$ cat config.mk
export PLATFORM = sky130hd
export DESIGN_NAME = bit_shift_flag_unit
export DESIGN_NICKNAME = d
export VERILOG_FILES = /design/src/include/bit_shift_pkg.sv /design/src/logic/bit_shift_flag_unit.sv /design/src/logic/shift_core.sv
export SDC_FILE = /design/constraint.sdc
export NUM_CORES = 1
export LEC_CHECK = 0
export BUFFER_PORTS_ARGS = -buffer_cell sky130_fd_sc_hd__buf_2
export CAP_MARGIN = 20
export CORE_MARGIN = 2
export CORE_UTILIZATION = 60
export CTS_CLUSTER_DIAMETER = 60
export CTS_CLUSTER_SIZE = 30
export DETAILED_ROUTE_END_ITERATION = 16
export PLACE_DENSITY = 0.89
export SYNTH_ARGS = -nofsm -noshare
export SYNTH_HDL_FRONTEND = slang
export SYNTH_SLANG_ARGS = --single-unit
$ cat constraint.sdc
create_clock -name clk_sys -period 3.75 [get_ports clk_sys]
set_input_delay 1.125 -clock clk_sys [delete_from_list [all_inputs] [get_ports clk_sys]]
set_output_delay 1.125 -clock clk_sys [all_outputs]
set_load 0.1 [all_outputs]
$ cat src/include/bit_shift_pkg.sv
// Package with operation codes, flag positions and carriers for the bit and shift unit
package bit_shift_pkg;
   localparam int DATA_W = 8;
   localparam int SEL_W  = 3;

   // Status flag bit positions
   localparam logic [2:0] FLAG_C_POS = 3'h0;
   localparam logic [2:0] FLAG_Z_POS = 3'h1;
   localparam logic [2:0] FLAG_N_POS = 3'h2;
   localparam logic [2:0] FLAG_V_POS = 3'h3;
   localparam logic [2:0] FLAG_S_POS = 3'h4;
   localparam logic [2:0] FLAG_T_POS = 3'h6;

   localparam logic [7:0] FLAGS_RESET   = 8'h00;
   localparam logic [7:0] DATA_RESET    = 8'h00;
   localparam logic [7:0] SP_RESET      = 8'hFF;
   localparam int         STACK_CYCLES  = 2;

   typedef enum logic [4:0] {
      nop_op                 = 5'h00,
      stack_push_op          = 5'h01,
      stack_pop_op           = 5'h02,
      io_bit_force_high_op   = 5'h03,
      io_bit_force_low_op    = 5'h04,
      logic_shift_up_op      = 5'h05,
      logic_shift_down_op    = 5'h06,
      rotate_up_carry_op     = 5'h07,
      rotate_down_carry_op   = 5'h08,
      signed_shift_down_op   = 5'h09,
      nibble_swap_op         = 5'h0A,
      flag_force_high_op     = 5'h0B,
      flag_force_low_op      = 5'h0C,
      bit_to_transfer_op     = 5'h0D,
      transfer_to_bit_op     = 5'h0E,
      carry_force_high_op    = 5'h0F,
      carry_force_low_op     = 5'h10,
      negative_force_high_op = 5'h11,
      negative_force_low_op  = 5'h12,
      zero_force_high_op     = 5'h13,
      zero_force_low_op      = 5'h14
   } op_type;

   typedef enum logic [1:0] {
      idle_state = 2'b00,
      push_state = 2'b01,
      pop_state  = 2'b10
   } stack_state_type;

   typedef struct packed {
      op_type          op;
      logic [7:0]      dest_operand;
      logic [7:0]      source_operand;
      logic [2:0]      bit_sel;
      logic [7:0]      io_value;
   } request_type;

   typedef struct packed {
      logic            valid;
      logic [7:0]      data;
   } result_type;
endpackage : bit_shift_pkg

$ cat src/logic/bit_shift_flag_unit.sv
// Bit, bit-test, shift and stack execution unit with its own status flags
module bit_shift_flag_unit #(
   parameter int DATA_W      = 8,
   parameter int STACK_DEPTH = 16
) (
   input  wire logic                      clk_sys,
   input  wire logic                      rst_n,
   input  wire logic                      start,
   input  wire bit_shift_pkg::request_type req,
   output bit_shift_pkg::result_type       dest_result,
   output bit_shift_pkg::result_type       io_result,
   output logic [7:0]                      status_flags,
   output logic                            busy,
   output logic                            done
);
   localparam int PTR_W = $clog2(STACK_DEPTH);

   bit_shift_pkg::stack_state_type state_reg;
   bit_shift_pkg::stack_state_type state_next;
   logic [DATA_W-1:0]              stack_mem [STACK_DEPTH];
   logic [PTR_W-1:0]               ptr_reg;
   logic [7:0]                     status_flags_reg;
   logic [7:0]                     flags_next;
   bit_shift_pkg::result_type      dest_reg;
   bit_shift_pkg::result_type      dest_next;
   bit_shift_pkg::result_type      io_reg;
   bit_shift_pkg::result_type      io_next;
   logic                           done_reg;
   logic                           done_next;
   logic                           busy_reg;
   logic [DATA_W-1:0]              shift_result;
   logic                           sh_c;
   logic                           sh_z;
   logic                           sh_n;
   logic                           sh_v;
   logic [7:0]                     sel_mask;
   logic                           accept;
   logic                           is_shift;
   logic                           is_push;
   logic                           is_pop;
   logic [PTR_W-1:0]               pop_ptr;

   shift_core #(
      .DATA_W (DATA_W)
   ) u_shift_core (
      .op           (req.op),
      .value        (req.dest_operand),
      .carry_in     (status_flags_reg[bit_shift_pkg::FLAG_C_POS]),
      .transfer_in  (status_flags_reg[bit_shift_pkg::FLAG_T_POS]),
      .bit_sel      (req.bit_sel),
      .result       (shift_result),
      .carry_out    (sh_c),
      .zero_out     (sh_z),
      .negative_out (sh_n),
      .overflow_out (sh_v)
   );

   // New work is taken only while the stack sequencer is idle
   assign accept   = start && (state_reg == bit_shift_pkg::idle_state);
   assign sel_mask = 8'h01 << req.bit_sel;
   assign is_push  = accept && (req.op == bit_shift_pkg::stack_push_op);
   assign is_pop   = accept && (req.op == bit_shift_pkg::stack_pop_op);
   assign is_shift = (req.op == bit_shift_pkg::logic_shift_up_op)
                  || (req.op == bit_shift_pkg::logic_shift_down_op)
                  || (req.op == bit_shift_pkg::rotate_up_carry_op)
                  || (req.op == bit_shift_pkg::rotate_down_carry_op)
                  || (req.op == bit_shift_pkg::signed_shift_down_op);
   assign pop_ptr  = ptr_reg + 1'b1;

   always_comb begin
      state_next = state_reg;
      case (state_reg)
         bit_shift_pkg::idle_state: begin
            if (is_push) begin
               state_next = bit_shift_pkg::push_state;
            end else if (is_pop) begin
               state_next = bit_shift_pkg::pop_state;
            end
         end
         default: begin
            state_next = bit_shift_pkg::idle_state;
         end
      endcase
   end

   always_comb begin
      flags_next = status_flags_reg;
      dest_next  = '0;
      io_next    = '0;
      done_next  = 1'b0;
      if (state_reg == bit_shift_pkg::pop_state) begin
         dest_next = '{valid: 1'b1, data: stack_mem[ptr_reg]};
         done_next = 1'b1;
      end else if (state_reg == bit_shift_pkg::push_state) begin
         done_next = 1'b1;
      end else if (accept && !is_push && !is_pop && req.op != bit_shift_pkg::nop_op) begin
         done_next = 1'b1;
         if (is_shift) begin
            dest_next = '{valid: 1'b1, data: shift_result};
            flags_next[bit_shift_pkg::FLAG_C_POS] = sh_c;
            flags_next[bit_shift_pkg::FLAG_Z_POS] = sh_z;
            flags_next[bit_shift_pkg::FLAG_N_POS] = sh_n;
            flags_next[bit_shift_pkg::FLAG_V_POS] = sh_v;
            flags_next[bit_shift_pkg::FLAG_S_POS] = sh_n ^ sh_v;
         end
         case (req.op)
            bit_shift_pkg::io_bit_force_high_op: io_next = '{valid: 1'b1, data: req.io_value | sel_mask};
            bit_shift_pkg::io_bit_force_low_op:  io_next = '{valid: 1'b1, data: req.io_value & ~sel_mask};
            bit_shift_pkg::nibble_swap_op:       dest_next = '{valid: 1'b1, data: shift_result};
            bit_shift_pkg::transfer_to_bit_op:   dest_next = '{valid: 1'b1, data: shift_result};
            bit_shift_pkg::flag_force_high_op:   flags_next = status_flags_reg | sel_mask;
            bit_shift_pkg::flag_force_low_op:    flags_next = status_flags_reg & ~sel_mask;
            bit_shift_pkg::bit_to_transfer_op:
               flags_next[bit_shift_pkg::FLAG_T_POS] = req.source_operand[req.bit_sel];
            bit_shift_pkg::carry_force_high_op:  flags_next[bit_shift_pkg::FLAG_C_POS] = 1'b1;
            bit_shift_pkg::carry_force_low_op:   flags_next[bit_shift_pkg::FLAG_C_POS] = 1'b0;
            bit_shift_pkg::negative_force_high_op: flags_next[bit_shift_pkg::FLAG_N_POS] = 1'b1;
            bit_shift_pkg::negative_force_low_op:  flags_next[bit_shift_pkg::FLAG_N_POS] = 1'b0;
            bit_shift_pkg::zero_force_high_op:   flags_next[bit_shift_pkg::FLAG_Z_POS] = 1'b1;
            bit_shift_pkg::zero_force_low_op:    flags_next[bit_shift_pkg::FLAG_Z_POS] = 1'b0;
            default: begin
            end
         endcase
      end
   end

   always_ff @(posedge clk_sys or negedge rst_n) begin
      if (!rst_n) begin
         state_reg        <= bit_shift_pkg::idle_state;
         status_flags_reg <= bit_shift_pkg::FLAGS_RESET;
         dest_reg         <= '0;
         io_reg           <= '0;
         done_reg         <= 1'b0;
         busy_reg         <= 1'b0;
      end else begin
         // Busy is registered from the next state so the port comes straight from a flip-flop
         busy_reg         <= (state_next != bit_shift_pkg::idle_state);
         state_reg        <= state_next;
         status_flags_reg <= flags_next;
         dest_reg         <= dest_next;
         io_reg           <= io_next;
         done_reg         <= done_next;
      end
   end

   // Stack grows downward; pointer names the next free slot, wraps silently when full
   always_ff @(posedge clk_sys or negedge rst_n) begin
      if (!rst_n) begin
         ptr_reg <= PTR_W'(STACK_DEPTH - 1);
      end else if (is_push) begin
         ptr_reg <= ptr_reg - 1'b1;
      end else if (is_pop) begin
         ptr_reg <= pop_ptr;
      end
   end

   // Storage has no reset, like a real stack memory
   always_ff @(posedge clk_sys) begin
      if (is_push) begin
         stack_mem[ptr_reg] <= req.source_operand;
      end
   end

   assign dest_result  = dest_reg;
   assign io_result    = io_reg;
   assign status_flags = status_flags_reg;
   assign busy         = busy_reg;
   assign done         = done_reg;
endmodule : bit_shift_flag_unit

$ cat src/logic/shift_core.sv
// Combinational shift, rotate, swap and bit-insert data path with flag results
module shift_core #(
   parameter int DATA_W = 8
) (
   input  wire logic [4:0]        op,
   input  wire logic [DATA_W-1:0] value,
   input  wire logic              carry_in,
   input  wire logic              transfer_in,
   input  wire logic [2:0]        bit_sel,
   output logic      [DATA_W-1:0] result,
   output logic                   carry_out,
   output logic                   zero_out,
   output logic                   negative_out,
   output logic                   overflow_out
);
   logic [DATA_W-1:0] bit_mask;
   logic              carry_sel;

   assign bit_mask = {{(DATA_W-1){1'b0}}, 1'b1} << bit_sel;

   always_comb begin
      result    = value;
      carry_sel = carry_in;
      case (bit_shift_pkg::op_type'(op))
         bit_shift_pkg::logic_shift_up_op: begin
            result    = {value[DATA_W-2:0], 1'b0};
            carry_sel = value[DATA_W-1];
         end
         bit_shift_pkg::logic_shift_down_op: begin
            result    = {1'b0, value[DATA_W-1:1]};
            carry_sel = value[0];
         end
         bit_shift_pkg::rotate_up_carry_op: begin
            result    = {value[DATA_W-2:0], carry_in};
            carry_sel = value[DATA_W-1];
         end
         bit_shift_pkg::rotate_down_carry_op: begin
            result    = {carry_in, value[DATA_W-1:1]};
            carry_sel = value[0];
         end
         bit_shift_pkg::signed_shift_down_op: begin
            result    = {value[DATA_W-1], value[DATA_W-1:1]};
            carry_sel = value[0];
         end
         bit_shift_pkg::nibble_swap_op: begin
            result = {value[DATA_W/2-1:0], value[DATA_W-1:DATA_W/2]};
         end
         bit_shift_pkg::transfer_to_bit_op: begin
            result = transfer_in ? (value | bit_mask) : (value & ~bit_mask);
         end
         default: begin
            result    = value;
            carry_sel = carry_in;
         end
      endcase
   end

   assign carry_out    = carry_sel;
   assign zero_out     = (result == '0);
   assign negative_out = result[DATA_W-1];
   // Overflow is N xor C after the shift, as for every shift of this family
   assign overflow_out = result[DATA_W-1] ^ carry_sel;
endmodule : shift_core

# After elaboration in Yosys (flattened, before gate mapping)
# Memories as Yosys holds them, arrays and structs flattened.
# Cells that the tools add are included.
# word_totals
ramBits	128
wordCells	115
regBits	34
n_memories	1
out_inout_bits	28
in_bits	35
# mem_list
name	depth	word_bits	rd	rd_ports_with_merged_regs	wr	line	source
stack_mem	16	8	1	0	1	bit_shift_flag_unit.sv:20	logic [DATA_W-1:0] stack_mem [STACK_DEPTH];
# op_classes
n_eq_ne	22
bitwise	11
muxes	31
n_reduce_logical	32
magnitude_cmp	1
add_sub_neg	2
shifts	1
# ops
operator	count
2-to-1 mux 9 bit	8
case mux 8 bit (7 select lines)	1
== test 5 x 4 -> 1 bit, second input constant	8
== test 5 bit, second input constant	5
bitwise AND 8 bit	3
OR 8 bit	3
AND reduction 4 bit	6
== test 5 x 3 -> 1 bit, second input constant	4
nonzero test 5 bit	4
case mux 9 bit (2 select lines)	1
case mux 1 bit (4 select lines)	3
== test 5 x 2 -> 1 bit, second input constant	2
logical NOT 8 bit	1
2-to-1 mux 4 bit	2
2-to-1 mux 8 bit	1
NOT 8 bit	1
left shift 1 x 3 -> 8 bit, first input constant	1
logical AND 1 bit	6
2-to-1 mux 1 bit	6
2-to-1 mux 2 bit	3
case mux 3 bit (2 select lines)	1
nonzero test 2 bit	3
nonzero test 3 bit	2
== test 5 x 1 -> 1 bit, second input constant	1
16 further kinds	24

# Longest topological paths before layout
# Gate-level depths: netlist of run 1.
# logic_depth
depth_word	10
depth_mapped	12
mapped_depth_nobuf	12

# By module
# A second synthesis of run 1 with hierarchy kept.
# unflattened
hier_cells	524
hier_area_um2	7684.9
# modules_own_cells
module	seq_area_each_um2	instances	area_per_inst_um2	cells_each
bit_shift_flag_unit	4699.5	1	7109.3	446
shift_core	0.0	1	575.6	78

# Worst setup path before layout of run 1
# OpenSTA, ideal clock, no wires.
# synth_path
path_type	in2reg
start	input port req[29] in the netlist's numbering
end	memory stack_mem[0][0], enable pin
path_slack_ns	0.335
n_path_buf	2
t_arrival_ns	3.032
required_ns	3.367
stages	7
setup_time_ns	0.383
cell_sequence	buf_4 -> or3_1 -> clkbuf_1 -> nor2_1 -> nand2_1 -> or3_1 -> nor3_1
# synth_via
elab_chain_cells	4
# synth_lines
element	line	source
start: declaration	bit_shift_flag_unit.sv:9	input wire bit_shift_pkg::request_type req,
== test 5 x 1 -> 1 bit	bit_shift_flag_unit.sv:61	assign is_push = accept && (req.op == bit_shift_pkg::stack_push_op);
logical AND 1 bit	bit_shift_flag_unit.sv:61	
2-to-1 mux 1 bit	bit_shift_flag_unit.sv:159	if (is_push) begin
2-to-1 mux 1 bit (not written as such)	bit_shift_flag_unit.sv:160	stack_mem[ptr_reg] <= req.source_operand;
end: declaration	bit_shift_flag_unit.sv:20	
# Every way passes these cells.

# Worst setup path after layout of run 1
# layout_path
start	input port req[29] in the netlist's numbering
end	memory stack_mem[1][5], enable pin
# Same word-level chain as after synthesis.

==> results_dict.tcl, run 1 <==
set metrics [dict create \
    nets 604 \
    fp.dieH_um 115 \
    hold-path-endpoint "status_flags[1]$_DFFE_PN0P_" \
    core_area_um2 12100 \
    maxCapViolCount 0 \
    place_hpwl_um 12600 \
    cts-resized-gates 0 \
    hold_violations 0 \
    antenna_found_initial 0 \
    holdBufCountCts 0 \
    startpoint_type "primary input" \
    grt_pass1_wl_um 28600 \
    largest_reg_flops 128 \
    initial_core_util_pct 61.7 \
    synthArstFlopShare_pct 21.0 \
    hold_depth 2 \
    ir_drop_v 0.000554 \
    r2r_cells 4 \
    drive_gt1_share_pct 30.7 \
    ys_ff_latch 162 \
    die_w_um 115 \
    via_per_inst 6.58 \
    maxSlewHeadroom_pct 35.9 \
    ff_latch_area_um2 4700 \
    p_per_area_nw_per_um2 638 \
    crit_type "primary input to flip-flop" \
    wl_um 18300 \
    cp_max_fo 7 \
    clock.fmax_mhz 321 \
    clk-insertion-delay-late_ns 0.43 \
    post-cts-setup-buffers 0 \
    place_inst 712 \
    yosysMostFrequentCell "edfxtp_1" \
    syn_area_per_cell_um2 15.2 \
    clock_path_buffers 2 \
    grt_use_total_pct 30.0 \
    rr_endpoint "dest_result[5]$_DFF_PN0_" \
    synth_area_um2 7440 \
    synth.area.top_cells "edfxtp_1 52%, mux4_2 13%, dfrtp_1 10%, mux2i_1 2.0%, nor2_1 1.7%" \
    tightest_slew_ns 0.962 \
    synth_fp_nets 531 \
    outcome "finished clean" \
    route.detailed.drc 0 \
    drtIter0Drc 560 \
    synth.distinct_cells 65 \
    path_clk_slew_ns 0.06 \
    cts_tree "built" \
    cp.required_ns 3.89 \
    cp.arrival_ns 3.26 \
    reg2reg_slack_ns 1.05 \
    period_share_pct 83.1 \
    fin_cells 744 \
    setup_tns_ns 0 \
    reg2reg_from "ptr_reg[0]$_DFFE_PN1P_" \
    rsz0062_at_grt "no" \
    slew_violations 0 \
    overflow 0 \
    ys.flop_type "edfxtp_1" \
    leakage_uw 0.00318 \
    skew_ns 0.00533 \
    synth_commonest_cells "128 x edfxtp_1, 42 x mux4_2, 34 x nor2_1, 30 x dfrtp_1, 21 x nand2_1" \
    min_path_type "flip-flop to flip-flop" \
    synth_edf_count 128 \
    min_period_ns 3.12 \
    hp-start "status_flags[1]$_DFFE_PN0P_" \
    synth_top_cell_by_area "edfxtp_1" \
    clock-sinks 162 \
    netlist.area_leader.share_pct 51.6 \
    end_kind "flip-flop" \
    ant_nets 0 \
    pin_count 63 \
    area_delta_synth_final_pct 15.0 \
    grt_pass1_vias 4889 \
    setup_viol 0 \
    gp_congestion 0.941 \
    die_area_um2 13300 \
    ys_warn_count 0 \
    first_pass_iters 5 \
    top_register "stack_mem" \
    synth-seq-area-share_pct 63.1 \
    syn_inst 490 \
    cts_buffers 17 \
    portBuffers 62 \
    diodes 0 \
    multi_input_area_um2 2500 \
    vias 4892 \
    rows 40 \
    root_buffer "clkbuf_16" \
    grt_max_degree 42 \
    nFillCells 734 \
    htree_levels 4 \
    wl_per_cell_um 24.7 \
]
power breakdown:
part,internal [uW],switching (uW),total [uW]
clock network,906,683,1590
logic,641,935,1580
registers,2050,249,2290
kinds of logic after synthesis:
family / share of synthesized area, %
flops: 63.1
simple gates: 8.20
buf+inv: 3.33
xor+xnor: 0.471
mux: 14.9
fa+ha+maj: 1.11
compound gates: 8.89
worst max-delay path by stage:
stage	start	end	slack [ns]	cells past startpoint
after floorplan	req[29]	stack_mem[0][0]$_DFFE_PP_	0.33	7
after detailed placement	req[29]	stack_mem[1][2]$_DFFE_PP_	0.29	7
after global placement	req[29]	stack_mem[1][7]$_DFFE_PP_	0.48	7
final	req[29]	stack_mem[1][5]$_DFFE_PP_	0.63	7
after CTS	req[29]	stack_mem[1][7]$_DFFE_PP_	0.68	7
after global routing	req[29]	ptr_reg[3]$_DFFE_PN1P_	0.54	11
routing by layer:
| layer | vias up | track usage (%) | routed length, um |
|---|---|---|---|
| met3 | 52 | 5.43 | 1270 |
| met2 | 240 | 50.8 | 9600 |
| met4 | 0 | 12.8 | 633 |
| met5 | - | 0 | 0 |
| met1 | 2510 | 38.4 | 6850 |
| li1 | 2090 | - | - |
area by class of cell:
| type | count | share of cell area, % |
|---|---|---|
| flip-flops and latches | 162 | 54.9 |
| multi-input cells | 274 | 29.2 |
| repair buffers | 92 | 6.40 |
| clock buffers | 18 | 5.01 |
| well taps | 168 | 2.46 |
| clock inverters | 14 | 1.36 |
| inverters | 16 | 0.702 |
cells in the final DEF, fill, tap and decap left out, types with 4 or more instances in the layout:
master	instances
or3_1	5
nor3b_1	5
nor3_1	12
o21ai_0	14
dfstp_2	4
mux2i_1	15
dfrtp_1	30
nand3b_1	4
a22oi_1	7
mux4_2	42
a31oi_1	5
inv_1	16
clkinv_2	4
edfxtp_1	128
a32oi_1	7
ha_1	5
a22o_1	9
clkbuf_16	17
nand2_1	21
o31ai_1	5
nor2b_1	9
nand3_1	7
a21oi_1	11
buf_2	62
buf_4	29
o221ai_1	6
nor2_1	34
worst max-delay path: stages:
cell and delay (ns):
buf_2 0.14, or3_1 0.50, nor2_1 0.18, nand2_1 0.20, or3_1 0.50, nor3_1 0.38, buf_4 0.23
through the flow:
| step | total power (uW) | hold WS [ns] | setup WS, ns | util, % | instance area [um2] |
|---|---|---|---|---|---|
| floorplan | 3490 | 0.553 | 0.335 | - | 7440 |
| global placement | 3860 | 0.486 | 0.476 | 66.5 | 8020 |
| detailed placement | 3900 | 0.498 | 0.289 | 66.5 | 8020 |
| CTS | 5480 | 0.520 | 0.681 | 71.0 | 8560 |
| global route | 5650 | 0.550 | 0.541 | 71.0 | 8560 |
| finish | 5460 | 0.518 | 0.632 | 71.0 | 8560 |
No activity file was read; power rests on OpenSTA's default activity.
==> run 2: changes to the inputs <==
Settings changed: ABC_AREA set to 1.
Clock period 3.75 ns to 3 ns, I/O delays scaled along.
==> run 2 against run 1 <==
Effect of this change:
- combinational power rose by 69%
- global-route usage grew 0.23 points
- setup slack worse by 0.073 ns
==> results_dict.tcl, run 2 <==
set metrics [dict create \
    skew_ns 0.00858 \
    critPathMostFrequentCell "o21ai_0" \
    setup_viol 0 \
    placed_cell_area_um2 8040 \
    cp.buffers_inverters 2 \
    ant_nets 0 \
    path_depth 8 \
    path_clk_slew_ns 0.06 \
    netlist.area_leader.share_pct 51.8 \
    crit_type "flip-flop to flip-flop" \
    synth-seq-area-share_pct 63.4 \
    grt_pass1_vias 5618 \
    initial_core_util_pct 61.5 \
    drtIter0Drc 803 \
    slew_violations 0 \
    first_pass_iters 6 \
    syn_inst 706 \
    clock-sinks 162 \
    antenna_found_initial 0 \
    clk-insertion-delay-late_ns 0.42 \
    ys_warn_count 0 \
    route.detailed.drc 0 \
    largest_reg_flops 128 \
    drive_gt1_share_pct 19.4 \
    cts-resized-gates 0 \
    grt_use_total_pct 30.2 \
    nFillCells 828 \
    final_common_cell "edfxtp_1" \
    yosysMostFrequentCell "edfxtp_1" \
    grt_max_degree 35 \
    cts_buffers 17 \
    die_w_um 115 \
    cp_max_fo 22 \
    synthArstFlopShare_pct 21.0 \
    startpoint_type "flip-flop" \
    die_area_um2 13300 \
    cp.required_ns 3.27 \
    reg2reg_from "ptr_reg[1]$_DFFE_PN1P_" \
    syn_area_per_cell_um2 10.5 \
    portBuffers 62 \
    tightest_slew_ns 0.797 \
    cp_slowest_cell "inv_1" \
    rsz0062_at_grt "no" \
    crit_family "compound AO/OA/AOI/OAI gates" \
    gp_congestion 0.934 \
    root_buffer "clkbuf_16" \
    ir_drop_v 0.000547 \
    min_period_ns 2.44 \
    via_per_inst 6.03 \
    hold_violations 0 \
    rows 40 \
    min_path_type "flip-flop to flip-flop" \
    vias 5859 \
    synth_top_cell_by_area "edfxtp_1" \
    overflow 0 \
    synth_area_um2 7420 \
    layout_common_cells "128 x edfxtp_1, 123 x nand2_1, 119 x nand3_1, 72 x nor2_1, 62 x buf_2" \
    holdBufCountCts 0 \
    end_kind "flip-flop" \
    p_per_area_nw_per_um2 867 \
    cpPeakStageDelay_ns 0.48 \
    wl_per_cell_um 19.5 \
    synth_edf_count 128 \
    cp.arrival_ns 2.71 \
    diodes 0 \
    nets 832 \
    synth.distinct_cells 46 \
    synth_commonest_cells "128 x edfxtp_1, 123 x nand2_1, 119 x nand3_1, 73 x nor2_1, 40 x inv_1" \
    synth.area.top_cells "edfxtp_1 52%, dfrtp_1 10%, nand3_1 8.0%, nand2_1 6.2%, nor2_1 3.7%" \
    maxSlewHeadroom_pct 46.9 \
    clock_path_buffers 2 \
    maxCapViolCount 0 \
    hold_depth 2 \
    fin_cells 972 \
    htree_levels 4 \
    finish.utilization_pct 71.4 \
    top_register "stack_mem" \
    area_delta_synth_final_pct 16.1 \
    setup_tns_ns 0 \
    place_inst 940 \
    grt_pass1_wl_um 29600 \
    worstPathCellList "inv_1 > nor2_2 > buf_4 > a22oi_1 > nand3_1 > a22o_1 > o21ai_0 > o21ai_0" \
    core_area_um2 12100 \
    cts_tree "built" \
    fp.dieH_um 115 \
    outcome "finished clean" \
    ys_ff_latch 162 \
    ys.flop_type "edfxtp_1" \
    reg2reg_slack_ns 0.56 \
    leakage_uw 0.00350 \
    wl_um 18900 \
    period_share_pct 81.4 \
    post-cts-setup-buffers 0 \
    pin_count 63 \
    place_hpwl_um 12900 \
    finalInstanceArea_um2 8610 \
    clock.fmax_mhz 410 \
    rr_endpoint "dest_result[2]$_DFF_PN0_" \
    r2r_cells 8 \
    synth_fp_nets 747 \
]
## run 2: cell types whose count changed in the layout (fill, tap and decap cells not counted), sizes merged, moves of 9 or more
cell | before | now
nand3 | 7 | 121
nor2b | 9 | 0
inv | 17 | 53
a22oi | 7 | 28
mux4 | 42 | 0
nand2 | 21 | 127
nor2 | 34 | 79
mux2i | 15 | 1
a21oi | 11 | 25
o21ai | 14 | 34
## run 2: worst reg2reg max path, stage by stage (launching register included)
cell     delay, ns
dfstp_2       0.43
inv_1         0.48
nor2_2        0.10
buf_4         0.23
a22oi_1       0.25
nand3_1       0.15
a22o_1        0.25
o21ai_0       0.24
o21ai_0       0.18
## run 2: where the power goes
part           switching, uW  leakage (uW)  total [uW]  internal, uW
Combinational           1990       0.00162        2670           679
Clock                    837      0.000287        2060          1230
Sequential               155       0.00159        2740          2580
## run 2: cell families after synthesis
| group | share of synthesized area, % |
|---|---|
| xor gates and xnor gates | 0.473 |
| buffers and inverters | 4.40 |
| adders and majority gates | 1.11 |
| DFF | 63.4 |
| AOI/OAI and AO/OA | 9.84 |
| muxes | 0.287 |
| and+or+nand+nor | 20.5 |
## run 2: worst max path at each step
stage | from | end | slack [ns]
2_1_floorplan | req[29] | ptr_reg[3]$_DFFE_PN1P_ | 0.39
3_3_place_gp | req[28] | ptr_reg[3]$_DFFE_PN1P_ | 0.31
3_5_place_dp | req[28] | ptr_reg[3]$_DFFE_PN1P_ | 0.21
4_1_cts | ptr_reg[1]$_DFFE_PN1P_ | dest_result[2]$_DFF_PN0_ | 0.61
5_1_grt | req[28] | ptr_reg[3]$_DFFE_PN1P_ | 0.44
6_report | ptr_reg[1]$_DFFE_PN1P_ | dest_result[2]$_DFF_PN0_ | 0.56
## run 2: routing by layer
metal	share of wire (%)	vias to the layer above	routed length [um]	track usage (%)
met1	39	2771	7410	39.8
met3	8.7	46	1650	6.80
li1	-	2689	-	-
met5	0	-	0	0
met2	49	353	9320	49.4
met4	2.9	0	555	11.6
## run 2: stage by stage
stage | hold slack [ns] | worst slack, ns | total power, uW
2_1_floorplan | 0.498 | 0.393 | 4690
3_3_place_gp | 0.462 | 0.305 | 5310
3_5_place_dp | 0.489 | 0.205 | 5390
4_1_cts | 0.504 | 0.610 | 7450
5_1_grt | 0.528 | 0.440 | 7780
6_report | 0.498 | 0.559 | 7470
## run 2: cell type report
type                            instances  area [um2]  share of cell area (%)
Sequential cell                       162        4700                    54.6
Multi-Input combinational cell        465        2390                    27.8
Clock buffer                           26         529                    6.15
Timing Repair Buffer                   91         528                    6.13
Tap cell                              168         210                    2.44
Inverter                               54         205                    2.38
Clock inverter                          6        42.5                   0.494
